**src/inc/deser_cfg_pkg.sv**
```systemverilog
/*
 * Constants, register layouts and state types for the deserializer
 * configuration register bank.
 * Assumes a single 25 MHz system clock and a two-wire serial control bus
 * whose lines reach the bank through ordinary pins.
 */
package deser_cfg_pkg;

	// ------------------------------------------------------------
	// Register map
	// ------------------------------------------------------------
	localparam logic [7:0] REG_MAIN_CONFIG = 8'h00;
	localparam logic [7:0] REG_BUS_ADDR = 8'h01;
	localparam logic [7:0] REG_OUT_FEATURES = 8'h02;
	localparam logic [7:0] MAIN_CONFIG_RESET = 8'h00;
	localparam logic [7:0] BUS_ADDR_RESET = 8'h70;
	localparam logic [7:0] OUT_FEATURES_RESET = 8'h00;
	localparam logic [7:0] UNMAPPED_READ_VALUE = 8'h00;
	localparam logic [2:0] BIT_COUNT_LAST = 3'h7;

	// ------------------------------------------------------------
	// Field layouts and modes
	// ------------------------------------------------------------
	typedef enum logic [1:0] {
		MODE_NORMAL_NOFILTER = 2'h0,
		MODE_NORMAL_FILTER = 2'h1,
		MODE_LEGACY_GEN2 = 2'h2,
		MODE_LEGACY_GEN1 = 2'h3
	} compat_mode_t;

	typedef struct packed {
		logic low_freq_spread_range;
		logic lane_bit_order_select;
		logic [1:0] reserved_bits;
		compat_mode_t compat_mode_field;
		logic sleep;
		logic config_source_select;
	} main_cfg_t;

	typedef struct packed {
		logic bus_address_source;
		logic [6:0] bus_address_field;
	} bus_addr_t;

	typedef struct packed {
		logic output_enable_bit;
		logic output_idle_state_select;
		logic [1:0] reserved_bits;
		logic swing_select;
		logic [2:0] fallback_oscillator_select;
	} out_feat_t;

	// Strap and control pins
	typedef struct packed {
		compat_mode_t compat_mode;
		logic lane_bit_order;
		logic low_freq_range;
		logic output_enable;
		logic output_idle_state;
		logic swing;
		logic [6:0] pin_address;
	} strap_pins_t;

	// Effective configuration handed to the deserializer core
	typedef struct packed {
		logic low_freq_spread_range;
		logic lane_bit_order_select;
		compat_mode_t compat_mode;
		logic sleep;
		logic output_enable_bit;
		logic output_idle_state_select;
		logic swing_select;
		logic [2:0] fallback_oscillator_select;
		logic [6:0] active_address;
	} core_cfg_t;

	typedef enum {BUS_IDLE, BUS_RX, BUS_ACK, BUS_TX, BUS_MACK} bus_state_t;
	typedef enum {KIND_ADDR, KIND_PTR, KIND_DATA} byte_kind_t;

endpackage

```
**src/verilog/deser_config_register_bank.sv**
```systemverilog
/*
 * Configuration register bank of the deserializer with its two-wire
 * serial control bus slave (7-bit address, pointer byte, auto-increment).
 * Assumes SCL and SDA are slow against the 25 MHz clock (at least four
 * clocks per SCL level) and that SDA is an open-drain wire resolved outside.
 */
`timescale 1ns/1ns
module deser_config_register_bank (
	// Clock and reset
	input wire logic clk_sys_in,
	input wire logic rst_n_in,
	// Serial control bus
	input wire logic scl_in,
	input wire logic sda_in,
	output logic sda_out,
	output logic sda_oe_out,
	// Strap and control pins
	input wire deser_cfg_pkg::strap_pins_t strap_pins_in,
	// Configuration to the deserializer core
	output deser_cfg_pkg::core_cfg_t core_cfg_out
);

	// ------------------------------------------------------------
	// State
	// ------------------------------------------------------------
	typedef struct packed {
		logic scl_meta;
		logic scl_sync;
		logic scl_prev;
		logic sda_meta;
		logic sda_sync;
		logic sda_prev;
		deser_cfg_pkg::strap_pins_t pins_meta;
		deser_cfg_pkg::strap_pins_t pins_sync;
		deser_cfg_pkg::bus_state_t bus;
		deser_cfg_pkg::byte_kind_t kind;
		logic [2:0] bit_count;
		logic [7:0] shift;
		logic [7:0] pointer;
		logic read_mode;
		logic master_acked;
		logic sda_drive_low;
		deser_cfg_pkg::main_cfg_t main;
		deser_cfg_pkg::bus_addr_t addr;
		deser_cfg_pkg::out_feat_t feat;
		deser_cfg_pkg::core_cfg_t cfg;
	} bank_state_t;

	bank_state_t s;
	bank_state_t next_s;

	// Read decode, shared by first byte of a read and every following byte
	function automatic logic [7:0] read_reg(input logic [7:0] ptr,
		input deser_cfg_pkg::main_cfg_t m, input deser_cfg_pkg::bus_addr_t a,
		input deser_cfg_pkg::out_feat_t f);
		case (ptr)
			deser_cfg_pkg::REG_MAIN_CONFIG: read_reg = m;
			deser_cfg_pkg::REG_BUS_ADDR: read_reg = a;
			deser_cfg_pkg::REG_OUT_FEATURES: read_reg = f;
			default: read_reg = deser_cfg_pkg::UNMAPPED_READ_VALUE;
		endcase
	endfunction

	// ------------------------------------------------------------
	// Next-state logic
	// ------------------------------------------------------------
	logic scl_rise;
	logic scl_fall;
	logic bus_start;
	logic bus_stop;
	logic [7:0] rx_byte;
	logic [7:0] rd_byte;
	logic src_regs;

	// Edges use the second and third stages only, never the first
	assign scl_rise = s.scl_sync & ~s.scl_prev;
	assign scl_fall = ~s.scl_sync & s.scl_prev;
	assign bus_start = s.scl_sync & s.scl_prev & s.sda_prev & ~s.sda_sync;
	assign bus_stop = s.scl_sync & s.scl_prev & ~s.sda_prev & s.sda_sync;
	assign rx_byte = {s.shift[6:0], s.sda_sync};
	assign rd_byte = read_reg(s.pointer, s.main, s.addr, s.feat);
	assign src_regs = s.main.config_source_select;

	// Bus slave and register writes
	always_comb begin
		next_s = s;
		next_s.scl_meta = scl_in;
		next_s.scl_sync = s.scl_meta;
		next_s.scl_prev = s.scl_sync;
		next_s.sda_meta = sda_in;
		next_s.sda_sync = s.sda_meta;
		next_s.sda_prev = s.sda_sync;
		next_s.pins_meta = strap_pins_in;
		next_s.pins_sync = s.pins_meta;
		if (bus_start) begin
			// A repeated start restarts address matching in any state
			next_s.bus = deser_cfg_pkg::BUS_RX;
			next_s.kind = deser_cfg_pkg::KIND_ADDR;
			next_s.bit_count = 3'h0;
			next_s.sda_drive_low = 1'b0;
		end else if (bus_stop) begin
			next_s.bus = deser_cfg_pkg::BUS_IDLE;
			next_s.sda_drive_low = 1'b0;
		end else begin
			case (s.bus)
				deser_cfg_pkg::BUS_RX: begin
					if (scl_rise) begin
						next_s.shift = rx_byte;
						next_s.bit_count = s.bit_count + 3'h1;
						if (s.bit_count == deser_cfg_pkg::BIT_COUNT_LAST) begin
							next_s.bus = deser_cfg_pkg::BUS_ACK;
							case (s.kind)
								deser_cfg_pkg::KIND_ADDR: begin
									// Foreign address: drop off the bus until next start
									if (rx_byte[7:1] == s.cfg.active_address) begin
										next_s.read_mode = rx_byte[0];
									end else begin
										next_s.bus = deser_cfg_pkg::BUS_IDLE;
									end
								end
								deser_cfg_pkg::KIND_PTR: begin
									next_s.pointer = rx_byte;
								end
								default: begin
									// Unmapped pointers are acked but not stored
									case (s.pointer)
										deser_cfg_pkg::REG_MAIN_CONFIG: begin
											next_s.main = deser_cfg_pkg::main_cfg_t'(rx_byte);
										end
										deser_cfg_pkg::REG_BUS_ADDR: begin
											next_s.addr = deser_cfg_pkg::bus_addr_t'(rx_byte);
										end
										deser_cfg_pkg::REG_OUT_FEATURES: begin
											next_s.feat = deser_cfg_pkg::out_feat_t'(rx_byte);
										end
										default: begin
										end
									endcase
									next_s.pointer = s.pointer + 8'h01;
								end
							endcase
						end
					end
				end
				deser_cfg_pkg::BUS_ACK: begin
					if (scl_fall) begin
						if (!s.sda_drive_low) begin
							next_s.sda_drive_low = 1'b1;
						end else if (s.kind == deser_cfg_pkg::KIND_ADDR && s.read_mode) begin
							next_s.bus = deser_cfg_pkg::BUS_TX;
							next_s.shift = rd_byte;
							next_s.sda_drive_low = ~rd_byte[7];
							next_s.bit_count = 3'h0;
						end else begin
							next_s.bus = deser_cfg_pkg::BUS_RX;
							next_s.kind = (s.kind == deser_cfg_pkg::KIND_ADDR) ?
								deser_cfg_pkg::KIND_PTR : deser_cfg_pkg::KIND_DATA;
							next_s.bit_count = 3'h0;
							next_s.sda_drive_low = 1'b0;
						end
					end
				end
				deser_cfg_pkg::BUS_TX: begin
					if (scl_rise) begin
						next_s.bit_count = s.bit_count + 3'h1;
					end else if (scl_fall) begin
						if (s.bit_count == 3'h0) begin
							next_s.sda_drive_low = 1'b0;
							next_s.bus = deser_cfg_pkg::BUS_MACK;
							next_s.master_acked = 1'b0;
							next_s.pointer = s.pointer + 8'h01;
						end else begin
							next_s.shift = {s.shift[6:0], 1'b0};
							next_s.sda_drive_low = ~s.shift[6];
						end
					end
				end
				deser_cfg_pkg::BUS_MACK: begin
					// Master nack ends the read; wait for stop or start
					if (scl_rise) begin
						if (s.sda_sync) begin
							next_s.bus = deser_cfg_pkg::BUS_IDLE;
						end else begin
							next_s.master_acked = 1'b1;
						end
					end else if (scl_fall && s.master_acked) begin
						next_s.bus = deser_cfg_pkg::BUS_TX;
						next_s.shift = rd_byte;
						next_s.sda_drive_low = ~rd_byte[7];
						next_s.bit_count = 3'h0;
					end
				end
				default: begin
				end
			endcase
		end

		// Effective configuration: pins or registers, one clock behind
		next_s.cfg.low_freq_spread_range = src_regs ? s.main.low_freq_spread_range :
			s.pins_sync.low_freq_range;
		next_s.cfg.lane_bit_order_select = src_regs ? s.main.lane_bit_order_select :
			s.pins_sync.lane_bit_order;
		next_s.cfg.compat_mode = src_regs ? s.main.compat_mode_field :
			s.pins_sync.compat_mode;
		next_s.cfg.output_enable_bit = src_regs ? s.feat.output_enable_bit :
			s.pins_sync.output_enable;
		next_s.cfg.output_idle_state_select = src_regs ? s.feat.output_idle_state_select :
			s.pins_sync.output_idle_state;
		next_s.cfg.swing_select = src_regs ? s.feat.swing_select :
			s.pins_sync.swing;
		// Sleep and oscillator have no pins, so the register always rules
		next_s.cfg.sleep = s.main.sleep;
		next_s.cfg.fallback_oscillator_select = s.feat.fallback_oscillator_select;
		// The bus address ignores the config source and has its own select
		next_s.cfg.active_address = s.addr.bus_address_source ?
			s.addr.bus_address_field : s.pins_sync.pin_address;
	end

	// ------------------------------------------------------------
	// Registers
	// ------------------------------------------------------------
	// Sleep is a plain bit here, so the bank keeps its contents through it
	always_ff @(posedge clk_sys_in) begin
		if (!rst_n_in) begin
			s <= '0;
			s.scl_meta <= 1'b1;
			s.scl_sync <= 1'b1;
			s.scl_prev <= 1'b1;
			s.sda_meta <= 1'b1;
			s.sda_sync <= 1'b1;
			s.sda_prev <= 1'b1;
			s.main <= deser_cfg_pkg::main_cfg_t'(deser_cfg_pkg::MAIN_CONFIG_RESET);
			s.addr <= deser_cfg_pkg::bus_addr_t'(deser_cfg_pkg::BUS_ADDR_RESET);
			s.feat <= deser_cfg_pkg::out_feat_t'(deser_cfg_pkg::OUT_FEATURES_RESET);
		end else begin
			s <= next_s;
		end
	end

	// Open-drain: only ever pull low
	assign sda_out = 1'b0;
	assign sda_oe_out = s.sda_drive_low;
	assign core_cfg_out = s.cfg;

	// ------------------------------------------------------------
	// Assertions
	// ------------------------------------------------------------
	property p_range;
		@(posedge clk_sys_in) disable iff (!rst_n_in)
		src_regs |=> s.cfg.low_freq_spread_range == $past(s.main.low_freq_spread_range);
	endproperty
	a_range: assert property (p_range) else $error("spread range not from register");

	property p_lane;
		@(posedge clk_sys_in) disable iff (!rst_n_in)
		src_regs && s.main.lane_bit_order_select |=> s.cfg.lane_bit_order_select;
	endproperty
	a_lane: assert property (p_lane) else $error("lane order not from register");

	property p_filter;
		@(posedge clk_sys_in) disable iff (!rst_n_in)
		src_regs && s.main.compat_mode_field == deser_cfg_pkg::MODE_NORMAL_FILTER
		|=> s.cfg.compat_mode == deser_cfg_pkg::MODE_NORMAL_FILTER;
	endproperty
	a_filter: assert property (p_filter) else $error("filter mode not applied");

	property p_legacy;
		@(posedge clk_sys_in) disable iff (!rst_n_in)
		src_regs && s.main.compat_mode_field == deser_cfg_pkg::MODE_LEGACY_GEN2
		|=> s.cfg.compat_mode == deser_cfg_pkg::MODE_LEGACY_GEN2;
	endproperty
	a_legacy: assert property (p_legacy) else $error("legacy mode not applied");

	property p_sleep;
		@(posedge clk_sys_in) disable iff (!rst_n_in)
		$rose(s.main.sleep) |=> s.cfg.sleep && $stable(s.feat) && $stable(s.addr);
	endproperty
	a_sleep: assert property (p_sleep) else $error("sleep not held or bank lost");

	property p_pins;
		@(posedge clk_sys_in) disable iff (!rst_n_in)
		!src_regs |=> s.cfg.compat_mode == $past(s.pins_sync.compat_mode)
			&& s.cfg.swing_select == $past(s.pins_sync.swing);
	endproperty
	a_pins: assert property (p_pins) else $error("pins ignored in pin mode");

	property p_regs_oe;
		@(posedge clk_sys_in) disable iff (!rst_n_in)
		src_regs |=> s.cfg.output_enable_bit == $past(s.feat.output_enable_bit);
	endproperty
	a_regs_oe: assert property (p_regs_oe) else $error("output enable not from register");

	property p_addr;
		@(posedge clk_sys_in) disable iff (!rst_n_in)
		s.addr.bus_address_source |=> s.cfg.active_address == $past(s.addr.bus_address_field);
	endproperty
	a_addr: assert property (p_addr) else $error("bus address not from register");

	property p_reset;
		@(posedge clk_sys_in) disable iff (!rst_n_in)
		$rose(rst_n_in) |-> s.addr == deser_cfg_pkg::BUS_ADDR_RESET
			&& s.main == deser_cfg_pkg::MAIN_CONFIG_RESET
			&& s.feat == deser_cfg_pkg::OUT_FEATURES_RESET;
	endproperty
	a_reset: assert property (p_reset) else $error("wrong reset value");

	property p_swing;
		@(posedge clk_sys_in) disable iff (!rst_n_in)
		src_regs && !s.feat.swing_select |=> !s.cfg.swing_select;
	endproperty
	a_swing: assert property (p_swing) else $error("swing not from register");

	property p_ack;
		@(posedge clk_sys_in) disable iff (!rst_n_in)
		s.bus == deser_cfg_pkg::BUS_ACK && scl_fall && !s.sda_drive_low && !bus_start
		&& !bus_stop |=> sda_oe_out;
	endproperty
	a_ack: assert property (p_ack) else $error("acknowledge not driven");

endmodule // deser_config_register_bank

```
**config.mk**
```make
export PLATFORM = sky130hd
export DESIGN_NAME = deser_config_register_bank
export DESIGN_NICKNAME = d
export VERILOG_FILES = /design/src/inc/deser_cfg_pkg.sv /design/src/verilog/deser_config_register_bank.sv
export SDC_FILE = /design/constraint.sdc
export NUM_CORES = 1
export LEC_CHECK = 0
export BUFFER_PORTS_ARGS = -buffer_cell sky130_fd_sc_hd__buf_2
export CAP_MARGIN = 20
export CORE_MARGIN = 1
export CORE_UTILIZATION = 55
export CTS_CLUSTER_SIZE = 30
export DETAILED_ROUTE_END_ITERATION = 7
export GPL_ROUTABILITY_DRIVEN = 0
export PLACE_DENSITY = 0.81
export RECOVER_POWER = 25
export SLEW_MARGIN = 20
export SYNTH_ARGS = -nofsm -noshare
export SYNTH_HDL_FRONTEND = slang
export SYNTH_SLANG_ARGS = --single-unit
```
**constraint.sdc**
```tcl
create_clock -name clk_sys_in -period 3 [get_ports clk_sys_in]
set_clock_uncertainty 0.2 [all_clocks]
set_input_delay 0.45 -clock clk_sys_in [delete_from_list [all_inputs] [get_ports clk_sys_in]]
set_output_delay 0.45 -clock clk_sys_in [all_outputs]
set_load 0.1 [all_outputs]
```
### After elaboration in Yosys (flattened, before gate mapping)

Cells that the tools add are included.

| word-level totals | value |
|---|---|
| register bits | 162 |
| output and inout bits | 20 |
| word-level logic and storage cells | 189 |

| operators by class | value |
|---|---|
| add/sub/neg operators | 2 |
| eq/ne operators | 35 |
| mux-type cells | 57 |
| bitwise gates (word level) | 18 |
| reduce and logical (&&, ||, !) cells | 26 |

Operators by type and width:

| operator | number |
|---|---|
| 32-bit 2-to-1 mux | 11 |
| 75-bit 2-to-1 mux | 2 |
| 32-bit case mux with 4 select lines | 1 |
| 32-bit by 1-bit == test with 1-bit output (second input constant) | 2 |
| 32-bit by 2-bit == test with 1-bit output (second input constant) | 2 |
| 32-bit logical NOT | 2 |
| 53-bit 2-to-1 mux | 1 |
| 11-bit case mux with 4 select lines | 1 |
| 36-bit 2-to-1 mux | 1 |
| 32-bit by 3-bit == test with 1-bit output (second input constant) | 1 |
| 16-bit 2-to-1 mux | 2 |
| 8-bit case mux with 2 select lines | 2 |
| 2-bit inequality test (second input constant) | 15 |
| 4-bit inequality test (second input constant) | 7 |
| 7-bit AND reduction | 4 |
| 8-bit 2-to-1 mux | 3 |
| 8-bit case mux with 3 select lines | 1 |
| 11-bit 2-to-1 mux | 2 |
| 20-bit 2-to-1 mux | 1 |
| 10-bit AND reduction | 2 |
| 1-bit 2-to-1 mux | 18 |
| 8-bit AND reduction | 2 |
| 2-bit 2-to-1 mux | 6 |
| 12-bit AND reduction | 1 |
| 27 further kinds | 48 |

### Depth between registers and ports, before layout

| depth | value |
|---|---|
| depth after elaboration | 8 |
| depth in mapped cells | 8 |
| gate-level depth less buffers | 7 |

### Worst setup path after synthesis

OpenSTA, ideal clock, no wires.

| timing path | value |
|---|---|
| path kind | register to register |
| start point | register s (netlist bit sda_oe_out) |
| end point | register s[62] in the netlist's numbering |
| setup time | 0.065 ns |
| arrival time | 2.635 ns |
| data required time | 2.735 ns |
| path slack | 0.100 ns |
| cell stages (with the launch flop) | 6 |
| clock period less this slack | 2.900 ns |
| path through | dfxtp_1 > o21ai_0 > o221a_2 > a2111oi_0 > mux2_2 > nor2_1 |

| on the way | value |
|---|---|
| cells in the longest elaborated chain, start to end | 2 |

RTL lines:

| item | RTL line | source |
|---|---|---|
| start, declared | deser_config_register_bank.sv:49 | `bank_state_t s;` |
| start signal, assigned | deser_config_register_bank.sv:236 | `s <= next_s;` |
| 2-bit inequality test (no line) | n/a |  |
| 8-bit AND reduction (no line) | n/a |  |

Every way passes these cells.
A chain may end at the register's enable or synchronous reset.

### Worst setup path in the final report

| timing path | value |
|---|---|
| start point | register s[61] in the netlist's numbering |
| end point | register s[51] in the netlist's numbering |

| on the way | value |
|---|---|
| cells in the longest elaborated chain, start to end | 3 |
| elaborated cells on any way between the ends | 5 |
| classes of those cells | 3 x eq/ne; 2 x reduce/logical |

RTL lines:

| item | RTL line |
|---|---|
| 3-bit == test / 3-bit logical NOT (equally long branches) | deser_config_register_bank.sv:110, deser_config_register_bank.sv:167 |
| 2-bit inequality test (no line) | n/a |
| 9-bit AND reduction (no line) (*) | n/a |

Every way passes the cells marked *; elsewhere a longest branch is shown, timed or not.

==> impl_metrics.json <==
{
  "hold_viol": 0,
  "r2r_end": "s[51]$_SDFFE_PN0P_",
  "reg2reg_from": "s[61]$_SDFFE_PP0P_",
  "dr_total_vias": 3524,
  "die_x_um": 94.1,
  "firstDrtPassIters": 5,
  "pre_cts_ws_ps": 399,
  "initial_core_util_pct": 56.7,
  "finalSetupViolations": 0,
  "clkSlewWorstSetupHoldPaths_ps": 100,
  "multi_input_area_um2": 2330,
  "synth_compound_area_share_pct": 12.8,
  "synthAdderAreaFrac_pct": 1.88,
  "worst_slack_ps": 382,
  "worstRegToRegCells": 7,
  "cts.sink_count": 102,
  "cts.path.max_buffers": 2,
  "cp_max_fo": 9,
  "avgSynthCellArea_um2": 9.69,
  "n_fill_cell": 687,
  "synth_flop_cell": "dfxtp_1",
  "grt_pass1_wl_um": 15900,
  "tightest_slew_ps": 990,
  "slew_headroom_pct": 34.0,
  "synth_seq_area_share_pct": 43.8,
  "synth-seq-cells": 102,
  "drive_gt1_share_pct": 16.0,
  "wl_um": 9760,
  "cp_data_arrival_time_ps": 2690,
  "pwr_density_cell_nw_per_um2": 481,
  "die-area_um2": 8850,
  "overflow": 0,
  "post-route-period-util_pct": 87.3,
  "post_cts_buffers": 0,
  "cts_hold_buf": 0,
  "synthSimpleGateAreaFrac_pct": 23.2,
  "power_leakage_nw": 1.87,
  "cts_buffers": 9,
  "num_io_pins": 38,
  "synth_edf_count": 0,
  "drt_iter0_markers": 261,
  "clock_latency_ps": 370,
  "grtUsageTotal_pct": 23.6,
  "status": "complete, no violations",
  "cts-root-buf": "clkbuf_8",
  "synth_cell_type_count": 59,
  "nets": 519,
  "viasPerCell": 5.83,
  "hold_path_class": "input port to register",
  "min_period_ps": 2620,
  "cts_tree": "built",
  "ant_nets": 0,
  "core_um2": 8220,
  "synthMuxAreaShare_pct": 9.93,
  "die_h_um": 94.1,
  "synth_top_family_by_area": "simple AND/OR/NAND/NOR gates",
  "worstSetupStartpoint": "s[61]$_SDFFE_PP0P_",
  "cap_violations": 0,
  "antenna_cells": 0,
  "grt_pass1_vias": 3336,
  "htreeDepth": 3,
  "crit_end": "s[51]$_SDFFE_PN0P_",
  "io_buffer_count": 36,
  "worstPathRequired_ps": 3070,
  "rsz0062_at_grt": "false",
  "async_flop_share_pct": 0,
  "grt_max_degree": 50,
  "peakVddDrop_uv": 391,
  "synth_nets": 506,
  "drv_slew": 0,
  "num_rows": 33,
  "synth_xor_area_share_pct": 2.07,
  "start_kind": "register",
  "wl_per_cell_um": 16.2,
  "endpoint_kind": "register",
  "place_area_um2": 4810,
  "dp_hpwl_um": 6820,
  "synth_warnings": 0,
  "register_area_um2": 2040,
  "syn2layout_area_growth_pct": 7.30,
  "critPathKind": "register to register",
  "syn_inst": 481,
  "max_freq_ghz": 0.382,
  "antenna_found_initial": 0,
  "syn_area_um2": 4660,
  "r2r_slack_ps": 380,
  "drc_errors": 0,
  "fin_setup_tns_ps": 0,
  "ctsResizeCount": 0,
  "finalInstanceArea_um2": 5000
}
[stage by stage]
step                std cells  power, mW  util, %  hold WS (ps)
floorplan                 481       1.53        -           186
global placement          588       1.55     58.5           193
detailed placement        588       1.55     58.5           197
CTS                       604       2.42     60.9          53.3
global route              604       2.49     60.9          46.6
finish                    604       2.41     60.9          56.5
[where the power goes]
group          internal [mW]  switching (mW)  total [mW]  leakage (nW)
Clock                  0.400           0.490       0.890         0.104
Combinational         0.0417          0.0859       0.128         0.935
Sequential              1.38          0.0116        1.39         0.830
Total                   1.82           0.588        2.41          1.87
[cell usage after synthesis, drive strengths merged (2+ instances only)]
| library cell | instances | share of area, % |
|---|---|---|
| o211a | 3 | 0.64 |
| and2 | 34 | 4.6 |
| o31a | 2 | 0.38 |
| nor3 | 7 | 0.75 |
| o21a | 4 | 0.64 |
| xor2 | 2 | 0.38 |
| or3 | 3 | 0.40 |
| o221a | 9 | 2.2 |
| nor4 | 4 | 1.5 |
| dfxtp | 102 | 44 |
| nand2 | 24 | 1.9 |
| mux2 | 2 | 0.48 |
| a21o | 2 | 0.32 |
| or2 | 2 | 0.27 |
| nor3b | 4 | 0.64 |
| ha | 7 | 1.9 |
| nor2b | 43 | 5.8 |
| nand3b | 2 | 0.32 |
| a211oi | 2 | 0.43 |
| nand3 | 10 | 1.1 |
| nand4 | 2 | 0.27 |
| a31o | 2 | 0.38 |
| or4 | 2 | 0.40 |
| xnor2 | 9 | 1.7 |
| nor2 | 21 | 1.7 |
| a21oi | 8 | 0.86 |
| a21boi | 2 | 0.32 |
| and3 | 8 | 1.1 |
| nand4b | 2 | 0.38 |
| nand2b | 13 | 1.7 |
| o211ai | 7 | 1.1 |
| o32a | 2 | 0.46 |
| clkbuf | 22 | 1.8 |
| inv | 11 | 0.89 |
| a2111oi | 3 | 0.56 |
| mux2i | 44 | 9.4 |
| buf | 23 | 3.6 |
| o21ai | 14 | 1.5 |
| a222oi | 8 | 1.7 |
[worst max-delay path: stages (launching register included)]
cell	delay, ps
dfxtp_1	360
ha_1	150
ha_1	180
nor4bb_1	310
nand2_1	350
o21ai_1	540
o22ai_1	170
o31a_1	260
[final cells by class]
| class | count | share of cell area, % |
|---|---|---|
| Clock buffer | 10 | 2.55 |
| Clock inverter | 6 | 1.45 |
| Inverter | 11 | 0.825 |
| Multi-Input combinational cell | 323 | 46.6 |
| Sequential cell | 102 | 40.8 |
| Tap cell | 105 | 2.63 |
| Timing Repair Buffer | 47 | 5.15 |
[flip-flops by register name, summed over array words and instances (netlist names)]
name,flops
rx_byte,7
src_regs,1
sda_oe_out,1
core_cfg_out,18
s,53
next_s,22
[cells in the final DEF (no fill, tap or decap), types with 3 or more instances in the layout]
| cell type | Yosys | layout |
|---|---|---|
| a2111oi_0 | 3 | 3 |
| a21oi_1 | 8 | 8 |
| a222oi_1 | 8 | 8 |
| and2_0 | 1 | 8 |
| and2_1 | 33 | 26 |
| and3_1 | 8 | 8 |
| buf_2 | 1 | 35 |
| buf_4 | 19 | 10 |
| clkbuf_1 | 22 | 3 |
| clkbuf_8 | 0 | 9 |
| dfxtp_1 | 102 | 102 |
| ha_1 | 7 | 7 |
| inv_1 | 11 | 11 |
| inv_6 | 0 | 3 |
| mux2i_1 | 44 | 44 |
| nand2_1 | 24 | 24 |
| nand2b_1 | 13 | 13 |
| nand3_1 | 10 | 10 |
| nor2_1 | 21 | 21 |
| nor2b_1 | 43 | 43 |
| nor3_1 | 7 | 7 |
| nor3b_1 | 4 | 4 |
| nor4_4 | 3 | 3 |
| o211a_1 | 3 | 3 |
| o211ai_1 | 7 | 7 |
| o21a_1 | 4 | 4 |
| o21ai_0 | 13 | 13 |
| o221a_2 | 9 | 9 |
| or3_1 | 3 | 3 |
| xnor2_1 | 9 | 9 |
[routing by layer]
metal	track usage (%)	wire length, µm
met5	0	0
met1	28.5	4360
met4	9.62	233
met2	40.3	4690
met3	5.34	477
[cell families after synthesis]
family                   count (synthesis)
AND/OR/NAND/NOR                        183
flip-flops                             102
AO/OA/AOI/OAI                           75
buffers and inverters                   56
multiplexers                            46
XOR/XNOR                                11
adder cells (fa/ha/maj)                  7
other                                    1
[worst min-delay path by stage]
stage	startpoint	end	slack (ps)	cells past startpoint
after floorplan	next_s[157]$_SDFF_PN1_	next_s[156]$_SDFF_PN1_	190	1
after global placement	next_s[157]$_SDFF_PN1_	next_s[156]$_SDFF_PN1_	190	1
final	scl_in	next_s[160]$_SDFF_PN1_	60	2
after CTS	sda_in	next_s[157]$_SDFF_PN1_	50	2
after global routing	scl_in	next_s[160]$_SDFF_PN1_	50	2
after detailed placement	next_s[157]$_SDFF_PN1_	next_s[156]$_SDFF_PN1_	200	1
No activity file was read; power rests on OpenSTA's default activity.
